--- config.mk ---
export PLATFORM = sky130hd
export DESIGN_NAME = clock_output_sync_delay
export DESIGN_NICKNAME = d
export VERILOG_FILES = /design/src/core/clock_sync_pkg.sv /design/src/core/sync_pin_synchronizer.sv /design/src/core/group_divider.sv /design/src/core/clock_output_sync_delay.sv
export VERILOG_INCLUDE_DIRS = /design/src /design/src/core
export SDC_FILE = /design/constraint.sdc
export NUM_CORES = 1
export LEC_CHECK = 0
export BUFFER_PORTS_ARGS = -buffer_cell sky130_fd_sc_hd__buf_2
export CAP_MARGIN = 30
export CORE_ASPECT_RATIO = 0.75
export CORE_UTILIZATION = 56
export CTS_CLUSTER_SIZE = 12
export DETAILED_ROUTE_END_ITERATION = 8
export PLACE_DENSITY = 0.77
export REMOVE_ABC_BUFFERS = 1
export SLEW_MARGIN = 20
export SYNTH_ARGS = -nofsm -noshare
export SYNTH_HDL_FRONTEND = slang
export SYNTH_SLANG_ARGS = --single-unit
--- constraint.sdc ---
create_clock -name clock_i -period 8.59 [get_ports clock_i]
set_input_delay 0.859 -clock clock_i [delete_from_list [all_inputs] [get_ports clock_i]]
set_output_delay 0.859 -clock clock_i [all_outputs]
set_load 0.005 [all_outputs]
--- src/core/clock_sync_cfg.svh ---
`ifndef CLOCK_SYNC_CFG_SVH
`define CLOCK_SYNC_CFG_SVH

// ****************************************************************
// register offsets (byte addresses)
// ****************************************************************
`define CS_ADDR_W            8
`define CS_OFS_CTRL          8'h00
`define CS_OFS_G4_DELAY      8'h04
`define CS_OFS_DIVIDE        8'h08
`define CS_OFS_BANK_B_WORD   8'h0C
`define CS_OFS_BANK_AB_WORD  8'h10
`define CS_OFS_STATUS        8'h14

// ****************************************************************
// field positions
// ****************************************************************
`define CS_CTRL_W            12
`define CS_DIV_G4_LSB        0
`define CS_DIV_G1_LSB        12
`define CS_DIV_G2_LSB        16
`define CS_DIV_G3_LSB        20
`define CS_ST_PIN_BIT        0
`define CS_ST_HOLD_LSB       1
`define CS_ST_HELD_LSB       3
`define CS_ST_DELAY_LSB      7

// ****************************************************************
// reset values
// ****************************************************************
`define CS_CTRL_RST          12'h0C0
`define CS_G4_DELAY_RST      10'h005
`define CS_G4_DIV_RST        11'h001
`define CS_GRP_DIV_RST       4'h1

// ****************************************************************
// delay range and timing
// ****************************************************************
`define CS_G4_DELAY_MIN      10'h005
`define CS_G4_DELAY_MAX      10'h20A
`define CS_CLOCK_PERIOD_NS   100
`define CS_AUTO_DELAY_NS     170
`define CS_LOW_G13_HALF      9
`define CS_LOW_G4_D1_HALF    11
`define CS_LOW_G4_DN_HALF    13
`define CS_RELEASE_CYCLES    5
`define CS_OFFSET_CYCLES     5
`define CS_ONESHOT_CYCLES    3

`endif

--- src/core/clock_sync_pkg.sv ---
package clock_sync_pkg;

  // control register layout, bit 0 at the bottom
  typedef struct packed {
    logic [1:0] sync_qualify_select;
    logic       group4_half_step;
    logic [2:0] fixed_offset_power_down;
    logic [3:0] group_sync_exclude;
    logic       auto_sync_enable;
    logic       sync_polarity_invert;
  } ctrl_t;

  // avalon slave request bundle
  typedef struct packed {
    logic [7:0]  address;
    logic        read;
    logic        write;
    logic [31:0] writedata;
    logic [3:0]  byteenable;
  } avl_req_t;

  // per group divider state
  typedef struct packed {
    logic        held;
    logic [10:0] wait_cnt;
    logic [10:0] cnt;
    logic        out;
  } div_state_t;

endpackage

--- src/core/sync_pin_synchronizer.sv ---
`timescale 1ns/100ps
`default_nettype none

module sync_pin_synchronizer
  import clock_sync_pkg::*;
(
  input  wire logic clock_i,
  input  wire logic rst_i,
  input  wire logic pin_i,
  output logic      pin_sync_o
);

  typedef struct packed {
    logic meta;
    logic stable;
  } sync_state_t;

  sync_state_t state_r;
  sync_state_t state_nxt;

  // two stage chain, first stage read only by the second
  always_comb begin
    state_nxt.meta   = pin_i;
    state_nxt.stable = state_r.meta;
  end

  always_ff @(posedge clock_i or posedge rst_i) begin
    if (rst_i) begin
      state_r <= '0;
    end else begin
      state_r <= state_nxt;
    end
  end

  assign pin_sync_o = state_r.stable;

endmodule

`default_nettype wire

--- src/core/group_divider.sv ---
`timescale 1ns/100ps
`default_nettype none

module group_divider
  import clock_sync_pkg::*;
#(
  parameter int DIV_W = 11
)
(
  input  wire logic             clock_i,
  input  wire logic             rst_i,
  input  wire logic             enable_i,
  input  wire logic             assert_i,
  input  wire logic             bank_hold_i,
  input  wire logic [10:0]      wait_i,
  input  wire logic [DIV_W-1:0] divide_i,
  output logic                  clk_o,
  output logic                  held_o
);

  div_state_t state_r;
  div_state_t state_nxt;
  logic [DIV_W-1:0] high_len;

  // first cycles of each period are high, ceil(divide/2)
  assign high_len = DIV_W'((divide_i + DIV_W'(1)) >> 1);

  // hold low, count release wait, then divide
  always_comb begin
    state_nxt = state_r;
    if (enable_i && assert_i) begin
      state_nxt.held     = 1'b1;
      state_nxt.wait_cnt = wait_i;
      state_nxt.out      = 1'b0;
      state_nxt.cnt      = '0;
    end else if (state_r.held) begin
      state_nxt.out = 1'b0;
      if (!bank_hold_i) begin
        if (state_r.wait_cnt <= 11'h001) begin
          // restart on a rising edge, at the top of the high phase
          state_nxt.held = 1'b0;
          state_nxt.out  = 1'b1;
          state_nxt.cnt  = '0;
        end else begin
          state_nxt.wait_cnt = state_r.wait_cnt - 11'h001;
        end
      end
    end else if (divide_i <= DIV_W'(1)) begin
      state_nxt.out = ~state_r.out;
      state_nxt.cnt = '0;
    end else begin
      state_nxt.cnt = (11'(state_r.cnt) + 11'h001 >= 11'(divide_i)) ? 11'h000
                      : state_r.cnt + 11'h001;
      state_nxt.out = (state_nxt.cnt < 11'(high_len));
    end
  end

  always_ff @(posedge clock_i or posedge rst_i) begin
    if (rst_i) begin
      state_r <= '0;
    end else begin
      state_r <= state_nxt;
    end
  end

  assign clk_o  = state_r.out;
  assign held_o = state_r.held;

endmodule

`default_nettype wire

--- src/core/clock_output_sync_delay.sv ---
// Summary of operation
// - new group 4 coarse count is applied only at a sync event
// - group 4 half-step change reaches the output at once
// - count 5 with half-step clear gives zero offset to group 3
// - groups with sync exclude clear are synchronized together
// - synchronized outputs are held low while sync is asserted
// - on release synchronized outputs rise together apart from delays
// - pin polarity follows the invert bit, high is active when clear
// - a write toggling the invert bit raises a sync event
// - auto sync on bank B word write syncs bank B only
// - auto sync on bank A/B word write syncs both banks
// - auto sync event is registered 2 cycles (200 ns, 170 ns rounded up) after the write
// - excluded groups keep running through any sync event
// - later events resync included groups with current delays
// - all sync counts are in distribution clock cycles
// - groups 1-3 drop after 5 cycles, group 4 after 6 or 7 (half counts rounded up)
// - coarse count is limited to its legal range
// - offset bit clear adds 5 cycles before the rising edge
`include "clock_sync_cfg.svh"
`timescale 1ns/100ps
`default_nettype none

module clock_output_sync_delay
  import clock_sync_pkg::*;
#(
  parameter int DIV_W   = 11,
  parameter int DELAY_W = 10
)
(
  input  wire logic                  clock_i,
  input  wire logic                  rst_i,
  input  wire logic [`CS_ADDR_W-1:0] address_i,
  input  wire logic                  read_i,
  input  wire logic                  write_i,
  input  wire logic [31:0]           writedata_i,
  input  wire logic [3:0]            byteenable_i,
  output logic [31:0]                readdata_o,
  output logic                       waitrequest_o,
  input  wire logic                  sync_pin_i,
  output logic [3:0]                 group_clk_o,
  output logic                       group4_half_step_o
);

  // ****************************************************************
  // timing counts derived from the distribution clock
  // ****************************************************************
  // counts in clock cycles
  localparam int AUTO_CYC_I = (`CS_AUTO_DELAY_NS + `CS_CLOCK_PERIOD_NS - 1)
                              / `CS_CLOCK_PERIOD_NS;
  localparam logic [1:0] AUTO_CYC   = 2'(AUTO_CYC_I < 1 ? 1 : AUTO_CYC_I);
  localparam int         LOW_G13    = (`CS_LOW_G13_HALF + 1) / 2;
  localparam int         LOW_G4_D1  = (`CS_LOW_G4_D1_HALF + 1) / 2;
  localparam int         LOW_G4_DN  = (`CS_LOW_G4_DN_HALF + 1) / 2;
  localparam logic [1:0] ONESHOT    = 2'(`CS_ONESHOT_CYCLES);
  localparam logic [10:0] RELEASE   = 11'(`CS_RELEASE_CYCLES);
  localparam logic [10:0] OFFSET    = 11'(`CS_OFFSET_CYCLES);

  // ****************************************************************
  // state
  // ****************************************************************
  typedef struct packed {
    logic               ack;
    logic [31:0]        rdata;
    ctrl_t              ctrl;
    logic [DELAY_W-1:0] delay_count;
    logic [DELAY_W-1:0] applied_delay;
    logic [DIV_W-1:0]   g4_divide;
    logic [2:0][3:0]    grp_divide;
    logic [31:0]        word_b;
    logic [31:0]        word_ab;
    logic [1:0]         manual_cnt;
    logic [1:0]         auto_wait;
    logic               auto_both;
    logic [1:0]         auto_cnt_a;
    logic [1:0]         auto_cnt_b;
    logic               hold_a;
    logic               hold_b;
    logic [7:0]         pipe_a;
    logic [7:0]         pipe_b;
    logic               half_step_out;
  } state_t;

  state_t state_r;
  state_t state_nxt;

  avl_req_t          req;
  logic              pin_sync;
  logic              pin_active;
  logic              commit_wr;
  logic              req_a;
  logic              req_b;
  logic [31:0]       merged;
  logic [3:0]        grp_held;
  logic [3:0]        grp_assert;
  logic [3:0]        grp_hold;
  logic [3:0][10:0]  grp_wait;
  logic [3:0][DIV_W-1:0] grp_div;
  ctrl_t             ctrl_wr;
  logic [DELAY_W-1:0] delay_wr;

  assign req.address    = address_i;
  assign req.read       = read_i;
  assign req.write      = write_i;
  assign req.writedata  = writedata_i;
  assign req.byteenable = byteenable_i;

  // merge write data into an old word by byte lanes
  function automatic logic [31:0] lane_merge(input logic [31:0] old_v,
                                             input logic [31:0] new_v,
                                             input logic [3:0]  be);
    logic [31:0] res;
    res = old_v;
    for (int i = 0; i < 4; i++) begin
      if (be[i]) begin
        res[i*8 +: 8] = new_v[i*8 +: 8];
      end
    end
    return res;
  endfunction

  // ****************************************************************
  // sync pin input
  // ****************************************************************
  // pin synchronizer
  sync_pin_synchronizer u_pin_sync (
    .clock_i    (clock_i),
    .rst_i      (rst_i),
    .pin_i      (sync_pin_i),
    .pin_sync_o (pin_sync)
  );

  assign pin_active = pin_sync ^ state_r.ctrl.sync_polarity_invert;

  // ****************************************************************
  // bus handshake
  // ****************************************************************
  // one wait state on every access
  assign waitrequest_o = (req.read | req.write) & ~state_r.ack;
  assign commit_wr     = req.write & state_r.ack;
  assign readdata_o    = state_r.rdata;

  // write values seen by the register decode
  always_comb begin
    merged   = '0;
    ctrl_wr  = state_r.ctrl;
    delay_wr = state_r.delay_count;
    unique case (req.address)
      `CS_OFS_CTRL: begin
        merged  = lane_merge(32'(state_r.ctrl), req.writedata, req.byteenable);
        ctrl_wr = ctrl_t'(merged[`CS_CTRL_W-1:0]);
      end
      `CS_OFS_G4_DELAY: begin
        merged = lane_merge(32'(state_r.delay_count), req.writedata,
                            req.byteenable);
        if (merged < 32'(`CS_G4_DELAY_MIN)) begin
          delay_wr = `CS_G4_DELAY_MIN;
        end else if (merged > 32'(`CS_G4_DELAY_MAX)) begin
          delay_wr = `CS_G4_DELAY_MAX;
        end else begin
          delay_wr = merged[DELAY_W-1:0];
        end
      end
      `CS_OFS_DIVIDE: begin
        merged = lane_merge({8'h00, state_r.grp_divide, 1'b0, state_r.g4_divide},
                            req.writedata, req.byteenable);
      end
      `CS_OFS_BANK_B_WORD: begin
        merged = lane_merge(state_r.word_b, req.writedata, req.byteenable);
      end
      `CS_OFS_BANK_AB_WORD: begin
        merged = lane_merge(state_r.word_ab, req.writedata, req.byteenable);
      end
      default: begin
        merged = '0;
      end
    endcase
  end

  // ****************************************************************
  // sync request per bank
  // ****************************************************************
  // or of pin, toggle and auto events
  assign req_a = pin_active | (state_r.manual_cnt != 2'h0)
                 | (state_r.auto_cnt_a != 2'h0);
  assign req_b = pin_active | (state_r.manual_cnt != 2'h0)
                 | (state_r.auto_cnt_b != 2'h0);

  // ****************************************************************
  // next state
  // ****************************************************************
  always_comb begin
    state_nxt = state_r;
    state_nxt.ack = (req.read | req.write) & ~state_r.ack;

    // read data stands at the edge that ends the wait
    if (req.read && !state_r.ack) begin
      unique case (req.address)
        `CS_OFS_CTRL:         state_nxt.rdata = 32'(state_r.ctrl);
        `CS_OFS_G4_DELAY:     state_nxt.rdata = 32'(state_r.delay_count);
        `CS_OFS_DIVIDE:       state_nxt.rdata = {8'h00, state_r.grp_divide,
                                                 1'b0, state_r.g4_divide};
        `CS_OFS_BANK_B_WORD:  state_nxt.rdata = state_r.word_b;
        `CS_OFS_BANK_AB_WORD: state_nxt.rdata = state_r.word_ab;
        `CS_OFS_STATUS:       state_nxt.rdata = {15'h0000, state_r.applied_delay,
                                                 grp_held, state_r.hold_b,
                                                 state_r.hold_a, pin_active};
        default:              state_nxt.rdata = 32'h00000000;
      endcase
    end

    // one shot counters run down
    if (state_r.manual_cnt != 2'h0) begin
      state_nxt.manual_cnt = state_r.manual_cnt - 2'h1;
    end
    if (state_r.auto_cnt_a != 2'h0) begin
      state_nxt.auto_cnt_a = state_r.auto_cnt_a - 2'h1;
    end
    if (state_r.auto_cnt_b != 2'h0) begin
      state_nxt.auto_cnt_b = state_r.auto_cnt_b - 2'h1;
    end

    // auto event fires after the write delay
    if (state_r.auto_wait != 2'h0) begin
      state_nxt.auto_wait = state_r.auto_wait - 2'h1;
      if (state_r.auto_wait == 2'h1) begin
        state_nxt.auto_cnt_b = ONESHOT;
        if (state_r.auto_both) begin
          state_nxt.auto_cnt_a = ONESHOT;
        end
      end
    end

    if (commit_wr) begin
      unique case (req.address)
        `CS_OFS_CTRL: begin
          state_nxt.ctrl = ctrl_wr;
          if (ctrl_wr.sync_polarity_invert != state_r.ctrl.sync_polarity_invert) begin
            state_nxt.manual_cnt = ONESHOT;
          end
        end
        `CS_OFS_G4_DELAY: state_nxt.delay_count = delay_wr;
        `CS_OFS_DIVIDE: begin
          state_nxt.g4_divide = (merged[DIV_W-1:0] == '0) ? DIV_W'(1)
                                : merged[DIV_W-1:0];
          state_nxt.grp_divide[0] = merged[`CS_DIV_G1_LSB +: 4];
          state_nxt.grp_divide[1] = merged[`CS_DIV_G2_LSB +: 4];
          state_nxt.grp_divide[2] = merged[`CS_DIV_G3_LSB +: 4];
        end
        `CS_OFS_BANK_B_WORD: begin
          state_nxt.word_b = merged;
          if (state_r.ctrl.auto_sync_enable) begin
            state_nxt.auto_wait = AUTO_CYC;
            state_nxt.auto_both = 1'b0;
          end
        end
        `CS_OFS_BANK_AB_WORD: begin
          state_nxt.word_ab = merged;
          if (state_r.ctrl.auto_sync_enable) begin
            state_nxt.auto_wait = AUTO_CYC;
            state_nxt.auto_both = 1'b1;
          end
        end
        default: begin
          state_nxt.ctrl = state_r.ctrl;
        end
      endcase
    end

    // registered sync request and its history
    state_nxt.hold_a = req_a;
    state_nxt.hold_b = req_b;
    state_nxt.pipe_a = {state_r.pipe_a[6:0], state_r.hold_a};
    state_nxt.pipe_b = {state_r.pipe_b[6:0], state_r.hold_b};

    // current coarse count applied on each bank B event while group 4 sync exclude is clear
    if (req_b && !state_r.hold_b && !state_r.ctrl.group_sync_exclude[3]) begin
      state_nxt.applied_delay = state_r.delay_count;
    end

    state_nxt.half_step_out = state_nxt.ctrl.group4_half_step;
  end

  // ****************************************************************
  // group controls
  // ****************************************************************
  always_comb begin
    grp_assert[0] = state_r.pipe_a[LOW_G13-1];
    grp_assert[1] = state_r.pipe_a[LOW_G13-1];
    grp_assert[2] = state_r.pipe_b[LOW_G13-1];
    grp_assert[3] = (state_r.g4_divide > DIV_W'(1)) ? state_r.pipe_b[LOW_G4_DN-1]
                    : state_r.pipe_b[LOW_G4_D1-1];
    grp_hold = {state_r.hold_b, state_r.hold_b, state_r.hold_a, state_r.hold_a};
    for (int g = 0; g < 3; g++) begin
      // extra offset when bit is clear
      grp_wait[g] = state_r.ctrl.fixed_offset_power_down[g] ? RELEASE
                    : RELEASE + OFFSET;
      grp_div[g]  = DIV_W'(state_r.grp_divide[g]);
    end
    // count 5 lines up with group 3, longer drop pipe taken back
    grp_wait[3] = RELEASE + 11'(state_r.applied_delay)
                  - ((state_r.g4_divide > DIV_W'(1)) ? 11'(LOW_G4_DN - LOW_G13)
                                                     : 11'(LOW_G4_D1 - LOW_G13));
    grp_div[3]  = state_r.g4_divide;
  end

  for (genvar g = 0; g < 4; g++) begin : g_grp
    group_divider #(
      .DIV_W (DIV_W)
    ) u_div (
      .clock_i     (clock_i),
      .rst_i       (rst_i),
      .enable_i    (~state_r.ctrl.group_sync_exclude[g]),
      .assert_i    (grp_assert[g]),
      .bank_hold_i (grp_hold[g]),
      .wait_i      (grp_wait[g]),
      .divide_i    (grp_div[g]),
      .clk_o       (group_clk_o[g]),
      .held_o      (grp_held[g])
    );
  end

  // ****************************************************************
  // state register
  // ****************************************************************
  always_ff @(posedge clock_i or posedge rst_i) begin
    if (rst_i) begin
      state_r               <= '0;
      state_r.ctrl          <= ctrl_t'(`CS_CTRL_RST);
      state_r.delay_count   <= `CS_G4_DELAY_RST;
      state_r.applied_delay <= `CS_G4_DELAY_RST;
      state_r.g4_divide     <= `CS_G4_DIV_RST;
      state_r.grp_divide    <= {3{`CS_GRP_DIV_RST}};
    end else begin
      state_r <= state_nxt;
    end
  end

  assign group4_half_step_o = state_r.half_step_out;

endmodule

`default_nettype wire

# Word level (Yosys, flattened, before mapping)
# Index checks and enable logic that the tools add are counted.
[word_totals]
register_bits = 273
out_inout_bits = 38
word_cells = 237
[op_classes]
addsub = 18
n_lt_le_gt_ge = 19
n_eq_ne = 25
n_mux = 81
bitwise_logic = 16
reduce_logical = 35
[ops]
columns = ["cell", "count"]
rows = [
  ["two-way mux 12 bit", 16],
  ["two-way mux 24 bit", 8],
  ["case mux 32 bit (6 select lines)", 1],
  ["two-way mux 8 bit", 21],
  ["case mux 32 bit (5 select lines)", 1],
  ["two-way mux 11 bit", 9],
  ["adder 11 x 1 -> 11 bit (second input constant)", 5],
  ["less-or-equal comparator 11 x 1 -> 1 bit (second input constant)", 5],
  ["less-than comparator 11 x 10 -> 1 bit", 4],
  ["subtractor 11 x 1 -> 11 bit (second input constant)", 4],
  ["greater-or-equal comparator 11 x 4 -> 1 bit", 3],
  ["> comparator 32 x 10 -> 1 bit (second input constant)", 1],
  ["less-than comparator 32 x 3 -> 1 bit (second input constant)", 1],
  ["inequality test 3 bit (second input constant)", 8],
  ["two-way mux 10 bit", 2],
  ["two-way mux 4 bit", 5],
  ["AND reduction 2 bit", 9],
  ["nonzero test 2 bit", 9],
  ["equality test 8 x 4 -> 1 bit (second input constant)", 2],
  ["equality test 8 x 5 -> 1 bit (second input constant)", 2],
  ["two-way mux 2 bit", 8],
  ["inequality test 2 x 1 -> 1 bit (second input constant)", 8],
  ["adder 4 x 1 -> 5 bit (second input constant)", 3],
  ["less-or-equal comparator 4 x 1 -> 1 bit (second input constant)", 3],
  ["other kinds (23)", 56],
]

# Logic depth before layout (Yosys ltp)
# Gate-level depths: netlist of the first run.
[depth]
word_depth = 7
ltp_mapped = 18

# Hierarchy
# A second synthesis of the first run with hierarchy kept.
[hier_totals]
hier_cells = 1926
hier_area_um2 = 17237.8
[by_module_without_submodules]
columns = ["mod", "instances", "cells_per_inst", "area_each_um2"]
rows = [
  ["clock_output_sync_delay", 1, 885, 8740.9],
  ["group_divider at g_grp[0].u_div ...", 3, 260, 2107.0],
  ["group_divider at g_grp[3].u_div", 1, 258, 2122.0],
  ["sync_pin_synchronizer", 1, 3, 53.8],
]

# Worst setup path before layout of the first run
# No wires, ideal clock.
[synth_path]
path_kind = "register -> register"
startpoint = "register g_grp[3].u_div.state_r[1] (netlist name)"
endpoint = "register g_grp[3].u_div.state_r (netlist bit g_grp[3].u_div.clk_o)"
setup_time_ns = 0.077
arrival_time_ns = 3.431
slack_ns = 5.082
path_stages_with_launch = 19
path_buffers = 1
synth_period_minus_slack_ns = 3.508
cell_sequence = "dfrtp_1 -> ha_1 -> and3_1 -> nand3_1 -> xor2_1 -> inv_1 -> ha_1 -> a21o_1 -> a21o_1 -> a221oi_1 -> a21oi_1 -> clkbuf_1 -> nor2_1 -> ha_1 -> a21o_1 -> a21o_1 -> a21oi_1 -> o221ai_1 -> a21oi_1"
[synth_lines]
columns = ["item", "line_no", "source"]
rows = [
  ["start, declared", "group_divider.sv:21", "div_state_t state_r;"],
  ["start signal, assigned", "group_divider.sv:62", "state_r <= state_nxt;"],
]

==> results of run 1 <==
==> per-layer routing <==
layer  wire, um  vias up  share of wire (%)
met5          0        -                  0
met4        822        0                2.2
met3       3370       59                9.0
met2      16600      480                 44
met1      16700     5933                 45
li1           -     5720                  -
==> worst max path at each step <==
stage	end	slack, ns	cells after the start
after floorplan	g_grp[0].u_div.clk_o	0.22	1
after global placement	g_grp[3].u_div.clk_o	4.56	17
after detailed placement	g_grp[3].u_div.clk_o	4.39	17
after CTS	g_grp[3].u_div.clk_o	4.37	17
after global routing	g_grp[2].u_div.clk_o	4.32	13
final	g_grp[2].u_div.clk_o	4.62	13
==> sequential cells by signal (all words and copies together) (netlist names), 2 cells and up <==
name                 cells
g_grp.u_div.clk_o        4
grp_assert               2
grp_div                 23
state_r                105
state_nxt               10
readdata_o              32
g_grp.u_div.held_o       4
grp_hold                 2
g_grp.u_div.state_r     88
==> kinds of logic after synthesis <==
kind of cell / share of synthesized area [%]
simple gates: 18.2
compound gates: 17.4
flops: 45.0
buf+inv: 5.76
fa+ha+maj: 6.46
xor+xnor: 4.14
mux: 3.14
==> power breakdown <==
| group | internal (W) | leakage, nW | switching (W) |
|---|---|---|---|
| registers | 0.00132 | 3.65 | 0.0000372 |
| clock network | 0.000640 | 0.409 | 0.000511 |
| logic | 0.0000900 | 3.53 | 0.000164 |
==> per-stage QoR <==
stage	total power [W]	instance area [um2]	util [%]	cells
4_1_cts	0.00278	16500	62.8	1986
2_1_floorplan	0.00154	14600	-	1492
6_report	0.00276	16600	63.0	1992
3_5_place_dp	0.00163	15700	59.6	1935
3_3_place_gp	0.00162	15600	59.3	1932
5_1_grt	0.00286	16600	63.0	1992
==> synthesized netlist by cell type, types with 5 or more instances <==
master      n  area share (%)
a21o_1     17            0.84
or4_1      11            0.54
a32oi_1     7            0.40
a21oi_1    46             1.5
o21a_1      8            0.39
clkbuf_1   45             1.1
a32o_1      9            0.59
xor2_1     27             1.6
a22oi_1     7            0.35
mux2_2     30             2.2
ha_1       77             6.3
or2_2       5            0.21
buf_2      13            0.43
buf_1       5            0.12
a221o_1     9            0.59
o21ai_0   154             5.1
and2_1     26             1.1
a21boi_0    6            0.30
xnor2_1    45             2.6
dfrtp_1   263              43
nand3_1    48             1.6
nand3b_1   10            0.49
buf_4      41             2.0
mux2i_1    14            0.92
a31oi_1    16            0.66
nor2b_1    20            0.82
dfstp_2    10             1.7
and3_1     11            0.45
o211ai_1    5            0.25
nor3b_1     5            0.25
a221oi_1    8            0.46
o21ai_1     7            0.23
nor3_1     39             1.3
nor4_1     15            0.62
o22ai_1     6            0.25
a211oi_1   16            0.79
or3_1      11            0.45
inv_1      78             1.9
nand4_1     7            0.29
a22o_1     35             2.0
nand2b_1   20            0.82
nor2_1     88             2.2
nand2_1   199             4.9
==> cell type report <==
type	instances	area (um2)	area share (%)
repair buffers	103	631	3.81
multi-input cells	1141	7510	45.3
well taps	344	430	2.60
clock buffers	46	808	4.88
diodes	2	5.00	0.0302
clock inverters	5	38.8	0.234
inverters	78	300	1.81
flip-flops and latches	273	6840	41.3
==> flow_summary.json, run 1 <==
{
  "cts_buffers": 28,
  "port_buffers": 86,
  "slew_headroom_pct": 33.2,
  "critPathMaxFanout": 10,
  "most-common-layout-cells": "dfrtp_1 (263), nand2_1 (197), o21ai_0 (154)",
  "drc": 0,
  "cts_buffer_depth": 3,
  "path_class": "flip-flop to flip-flop",
  "vias": 12200,
  "fmax_mhz": 252,
  "worstPathArrival_ns": 4.46,
  "rsz0062_at_grt": "no",
  "period_minus_slack_ns": 3.97,
  "die_y_um": 145,
  "drt_iter0_drc": 1001,
  "setup_slack_ns": 4.62,
  "post_cts_resized": 0,
  "grt_pass1_wl_mm": 61.6,
  "ir_worst_vdd_mv": 0.161,
  "fillCellCount": 2118,
  "ys.flop_type": "dfrtp_1",
  "path_delay_family": "simple AND/OR/NAND/NOR gates",
  "fp-row-count": 51,
  "synth.avg_cell_area_um2": 9.52,
  "pin_count": 87,
  "ys_seq_area_share_pct": 45.0,
  "min_period_over_period_pct": 46.3,
  "ant_nets": 0,
  "clock_sink_count": 273,
  "syn-cell-area_um2": 15200,
  "core_area_um2": 26300,
  "finalClockSkew_ns": 0.0119,
  "grt_most_used_layer": "met2",
  "whs_ns": 0.336,
  "clk_latency_ns": 0.56,
  "synth_warnings": 0,
  "grt_overflow_total": 0,
  "fin_nets": 1752,
  "layout_commonest_cell": "dfrtp_1",
  "synth_edf_count": 0,
  "cpMaxStageDelayCell": "nor3_1",
  "r2r-start": "g_grp[2].u_div.state_r[1]",
  "powerDensity_nw_per_um2": 167,
  "wl_per_cell_um": 18.8,
  "grt_util_all_layers_pct": 27.9,
  "timing.final.max_slew_violations": 0,
  "drtPass1Iterations": 5,
  "start_kind": "flip-flop",
  "setup-violations-final": 0,
  "grt_antenna_before_repair": 2,
  "r2r_end": "g_grp[2].u_div.clk_o",
  "synthArstFlopShare_pct": 100,
  "worst_slew_pin_slew_ns": 0.994,
  "viasPerCell": 6.12,
  "cts_setup_buffers": 0,
  "tritoncts": "yes",
  "drive_gt1_share_pct": 12.8,
  "htreeDepth": 1,
  "grt_pass1_vias": 11800,
  "critPathLaunch": "g_grp[2].u_div.state_r[1]",
  "hp-class": "input port to async pin",
  "syn-instance-count": 1598,
  "dp_hpwl_mm": 26.2,
  "grtUsageMet3_pct": 6.15,
  "dp_slack_ns": 4.39,
  "rr_worst_depth": 13,
  "slowest_delay_ns": 0.60,
  "holdBufCountCts": 0,
  "crit_top_cell": "ha_1",
  "ys_ff_latch": 273,
  "maxCapViolCount": 0,
  "final.setup.tns_ns": 0,
  "hold_viol_final": 0,
  "cp_num_buf_inv": 0,
  "cts.clk_slew.worst_paths_ns": 0.06,
  "wl_mm": 37.5,
  "met1_usage_pct": 38.9,
  "dieArea_um2": 27800,
  "die_x_um": 192,
  "clock-root-buffer": "clkbuf_16",
  "p_leak_nw": 7.60,
  "grt_start_max_net_pins": 90,
  "crit_required_ns": 9.07,
  "outcome": "finished clean",
  "synth.distinct_cells": 87,
  "syn2layout_area_growth_pct": 8.87,
  "initial_core_util_pct": 57.9,
  "ff2ff_setup_slack_ns": 4.62,
  "cp_cell_sequence": "ha_1 -> xor2_1 -> ha_1 -> a21oi_1 -> o221ai_1 -> nor3_1 -> and2_1 -> ha_1 -> nor2b_1 -> o21a_1 -> o21ai_0 -> or4b_2 -> a21oi_1",
  "globalRouteMet2Util_pct": 43.8,
  "crit_path_end_kind": "flip-flop",
  "gp_congestion": 0.903
}
(Power assumes the default switching activity.)
==> run 2: changes to the inputs <==
==> constraint.sdc (replaced) <==
create_clock -name clock_i -period 3.35 [get_ports clock_i]
set_input_delay 0.335 -clock clock_i [delete_from_list [all_inputs] [get_ports clock_i]]
set_output_delay 0.335 -clock clock_i [all_outputs]
set_load 0.005 [all_outputs]
==> run 2 against run 1 <==
Against the previous run:
- the flow now finishes with violations (negative setup slack)
- via count increased by 1.9%
- first-iteration DRC count increased by 6.4%
- highest routed layer unchanged
- utilization increased by 3.3 points
- clock power increased to 2.7 times the previous value
- clock skew decreased by 0.00085 ns
- worst setup slack got worse by 4.7 ns
- count of clock-buffer cells in the layout increased by 1
- largest cell class unchanged
- register-to-register slack got worse by 4.7 ns
- power increased to 2.6 times the previous value
- non-clock buffer count increased by 71
==> flow_summary.json, run 2 (same netlist as run 1, synthesis figures left out) <==
{
  "maxCapViolCount": 0,
  "htreeDepth": 1,
  "syn2layout_area_growth_pct": 14.6,
  "grt_pass1_vias": 12100,
  "cts_buffer_depth": 3,
  "finalClockSkew_ns": 0.0111,
  "pin_count": 87,
  "setup-violations-final": 1,
  "clock-root-buffer": "clkbuf_16",
  "min_period_over_period_pct": 103,
  "crit_path_end_kind": "flip-flop",
  "hp-class": "input port to flip-flop",
  "drtPass1Iterations": 5,
  "most-common-layout-cells": "dfrtp_1 (263), nand2_1 (196), o21ai_0 (154)",
  "die_x_um": 192,
  "drt_iter0_drc": 1065,
  "gp_congestion": 0.924,
  "vias": 12400,
  "clk_latency_ns": 0.56,
  "dp_hpwl_mm": 27.9,
  "slew_headroom_pct": 44.5,
  "hold_viol_final": 0,
  "wl_per_cell_um": 19.2,
  "path_class": "flip-flop to flip-flop",
  "grt_start_max_net_pins": 110,
  "drc": 0,
  "worst_slew_pin_slew_ns": 0.826,
  "layout_commonest_cell": "dfrtp_1",
  "violations": "negative setup slack",
  "p_leak_nw": 7.97,
  "swShare_pct": 25.6,
  "p_comb_share_pct": 9.8,
  "grt_antenna_before_repair": 0,
  "viasPerCell": 6.03,
  "fin_cells": 2061,
  "wl_met3_mm": 3.46,
  "highest_layer": "met4",
  "critPathMaxFanout": 5,
  "fillCellCount": 2072,
  "top_register": "state_r",
  "setup_slack_ns": -0.110,
  "tritoncts": "yes",
  "rsz0062_at_grt": "yes",
  "p_switching_w": 0.00185,
  "largest_reg_flops": 105,
  "antenna_cells": 0,
  "dpl.cell_count": 1992,
  "fmax_mhz": 289,
  "ir_worst_vdd_mv": 0.477,
  "grt_pass1_wl_mm": 64.0,
  "initial_core_util_pct": 57.9,
  "grt_overflow_total": 0,
  "ant_nets": 0,
  "start_kind": "flip-flop",
  "fp-row-count": 51,
  "power_w": 0.00725,
  "dieArea_um2": 27800,
  "cts.clk_slew.worst_paths_ns": 0.06,
  "routedLengthMet1_mm": 17.7,
  "powerDensity_nw_per_um2": 416,
  "dr_wl_met2_mm": 17.5,
  "clock_sink_count": 273,
  "timing.final.max_slew_violations": 0,
  "whs_ns": 0.0722,
  "power_frac_seq_pct": 48.0,
  "port_buffers": 86,
  "worstPathArrival_ns": 3.90,
  "fin_nets": 1823,
  "grt_util_all_layers_pct": 29.0,
  "final.setup.tns_ns": -0.110,
  "period_minus_slack_ns": 3.46,
  "crit_required_ns": 3.79,
  "die_y_um": 145,
  "p_clk_share_pct": 42.2,
  "drive_gt1_share_pct": 18.7,
  "wl_mm": 39.6,
  "core_area_um2": 26300,
  "p_int_w": 0.00540,
  "cts_buffers": 28,
  "outcome": "finished, violations left"
}
run 2: critical path, cell delays in order (launching register included):
cell       delay [ns]
dfrtp_1          0.39
ha_2             0.18
and3_4           0.18
nand3_2          0.06
xor2_1           0.18
inv_1            0.10
ha_4             0.27
and3_4           0.17
and3_4           0.18
a221oi_2         0.06
a21oi_2          0.31
clkbuf_16        0.22
nor2_2           0.05
ha_4             0.27
nand4_1          0.17
o311a_1          0.40
o221ai_2         0.07
a21oi_1          0.08
run 2: routing by layer:
metal	up-vias	GRT usage, %
li1	5850	-
met3	66	5.84
met4	0	6.42
met1	6010	41.7
met2	498	45.2
met5	-	0
run 2: timing repair:
item | CTS | global route
setup buffers | 4 | 11
setup endpoints to repair | 2 | 5
hold endpoints to repair | 98 | 0
pin swaps | 8 | 41
hold buffers | 2 | 0
resized for setup | 14 | 33
cloned | 0 | 1
run 2: final cells by class:
cell class | count | area, um2 | area share, %
tap | 344 | 430 | 2.47
multi-input combinational | 1141 | 7780 | 44.6
inverter | 78 | 300 | 1.72
clock buffer | 47 | 822 | 4.71
clock inverter | 4 | 70.1 | 0.402
timing repair buffer | 174 | 1190 | 6.84
sequential | 273 | 6840 | 39.2
run 2: stage by stage:
stage	util, %	setup WS (ns)	area [um2]
after floorplan	-	-4.49	14600
after global placement	61.3	-0.187	16100
after detailed placement	61.3	-0.281	16100
after CTS	65.1	-0.0425	17100
after global routing	66.3	-0.280	17400
final	66.3	-0.110	17400
run 2: path summary, 6_finish.rpt:
path / from / endpoint / slack (ns) / cells past startpoint
min in group asynchronous: rst_i / g_grp[0].u_div.state_r[13] / 0.47 / 3
max in group asynchronous: rst_i / grp_div[11] / 1.96 / 4
hold reg to reg: state_nxt[3] / state_nxt[4] / 0.35 / 0
setup reg to reg: g_grp[3].u_div.state_r[1] / g_grp[3].u_div.clk_o / -0.11 / 17
setup / recovery: g_grp[3].u_div.state_r[1] / g_grp[3].u_div.clk_o / -0.11 / 17
hold / removal: write_i / state_r[179] / 0.07 / 3
run 2: power groups by stage:
stage | Combinational, W | Clock (W) | Sequential [W]
floorplan | 0.000424 | 0 | 0.00351
global placement | 0.000657 | 0 | 0.00353
detailed placement | 0.000678 | 0 | 0.00353
CTS | 0.000690 | 0.00310 | 0.00348
global route | 0.000792 | 0.00324 | 0.00349
finish | 0.000714 | 0.00306 | 0.00348
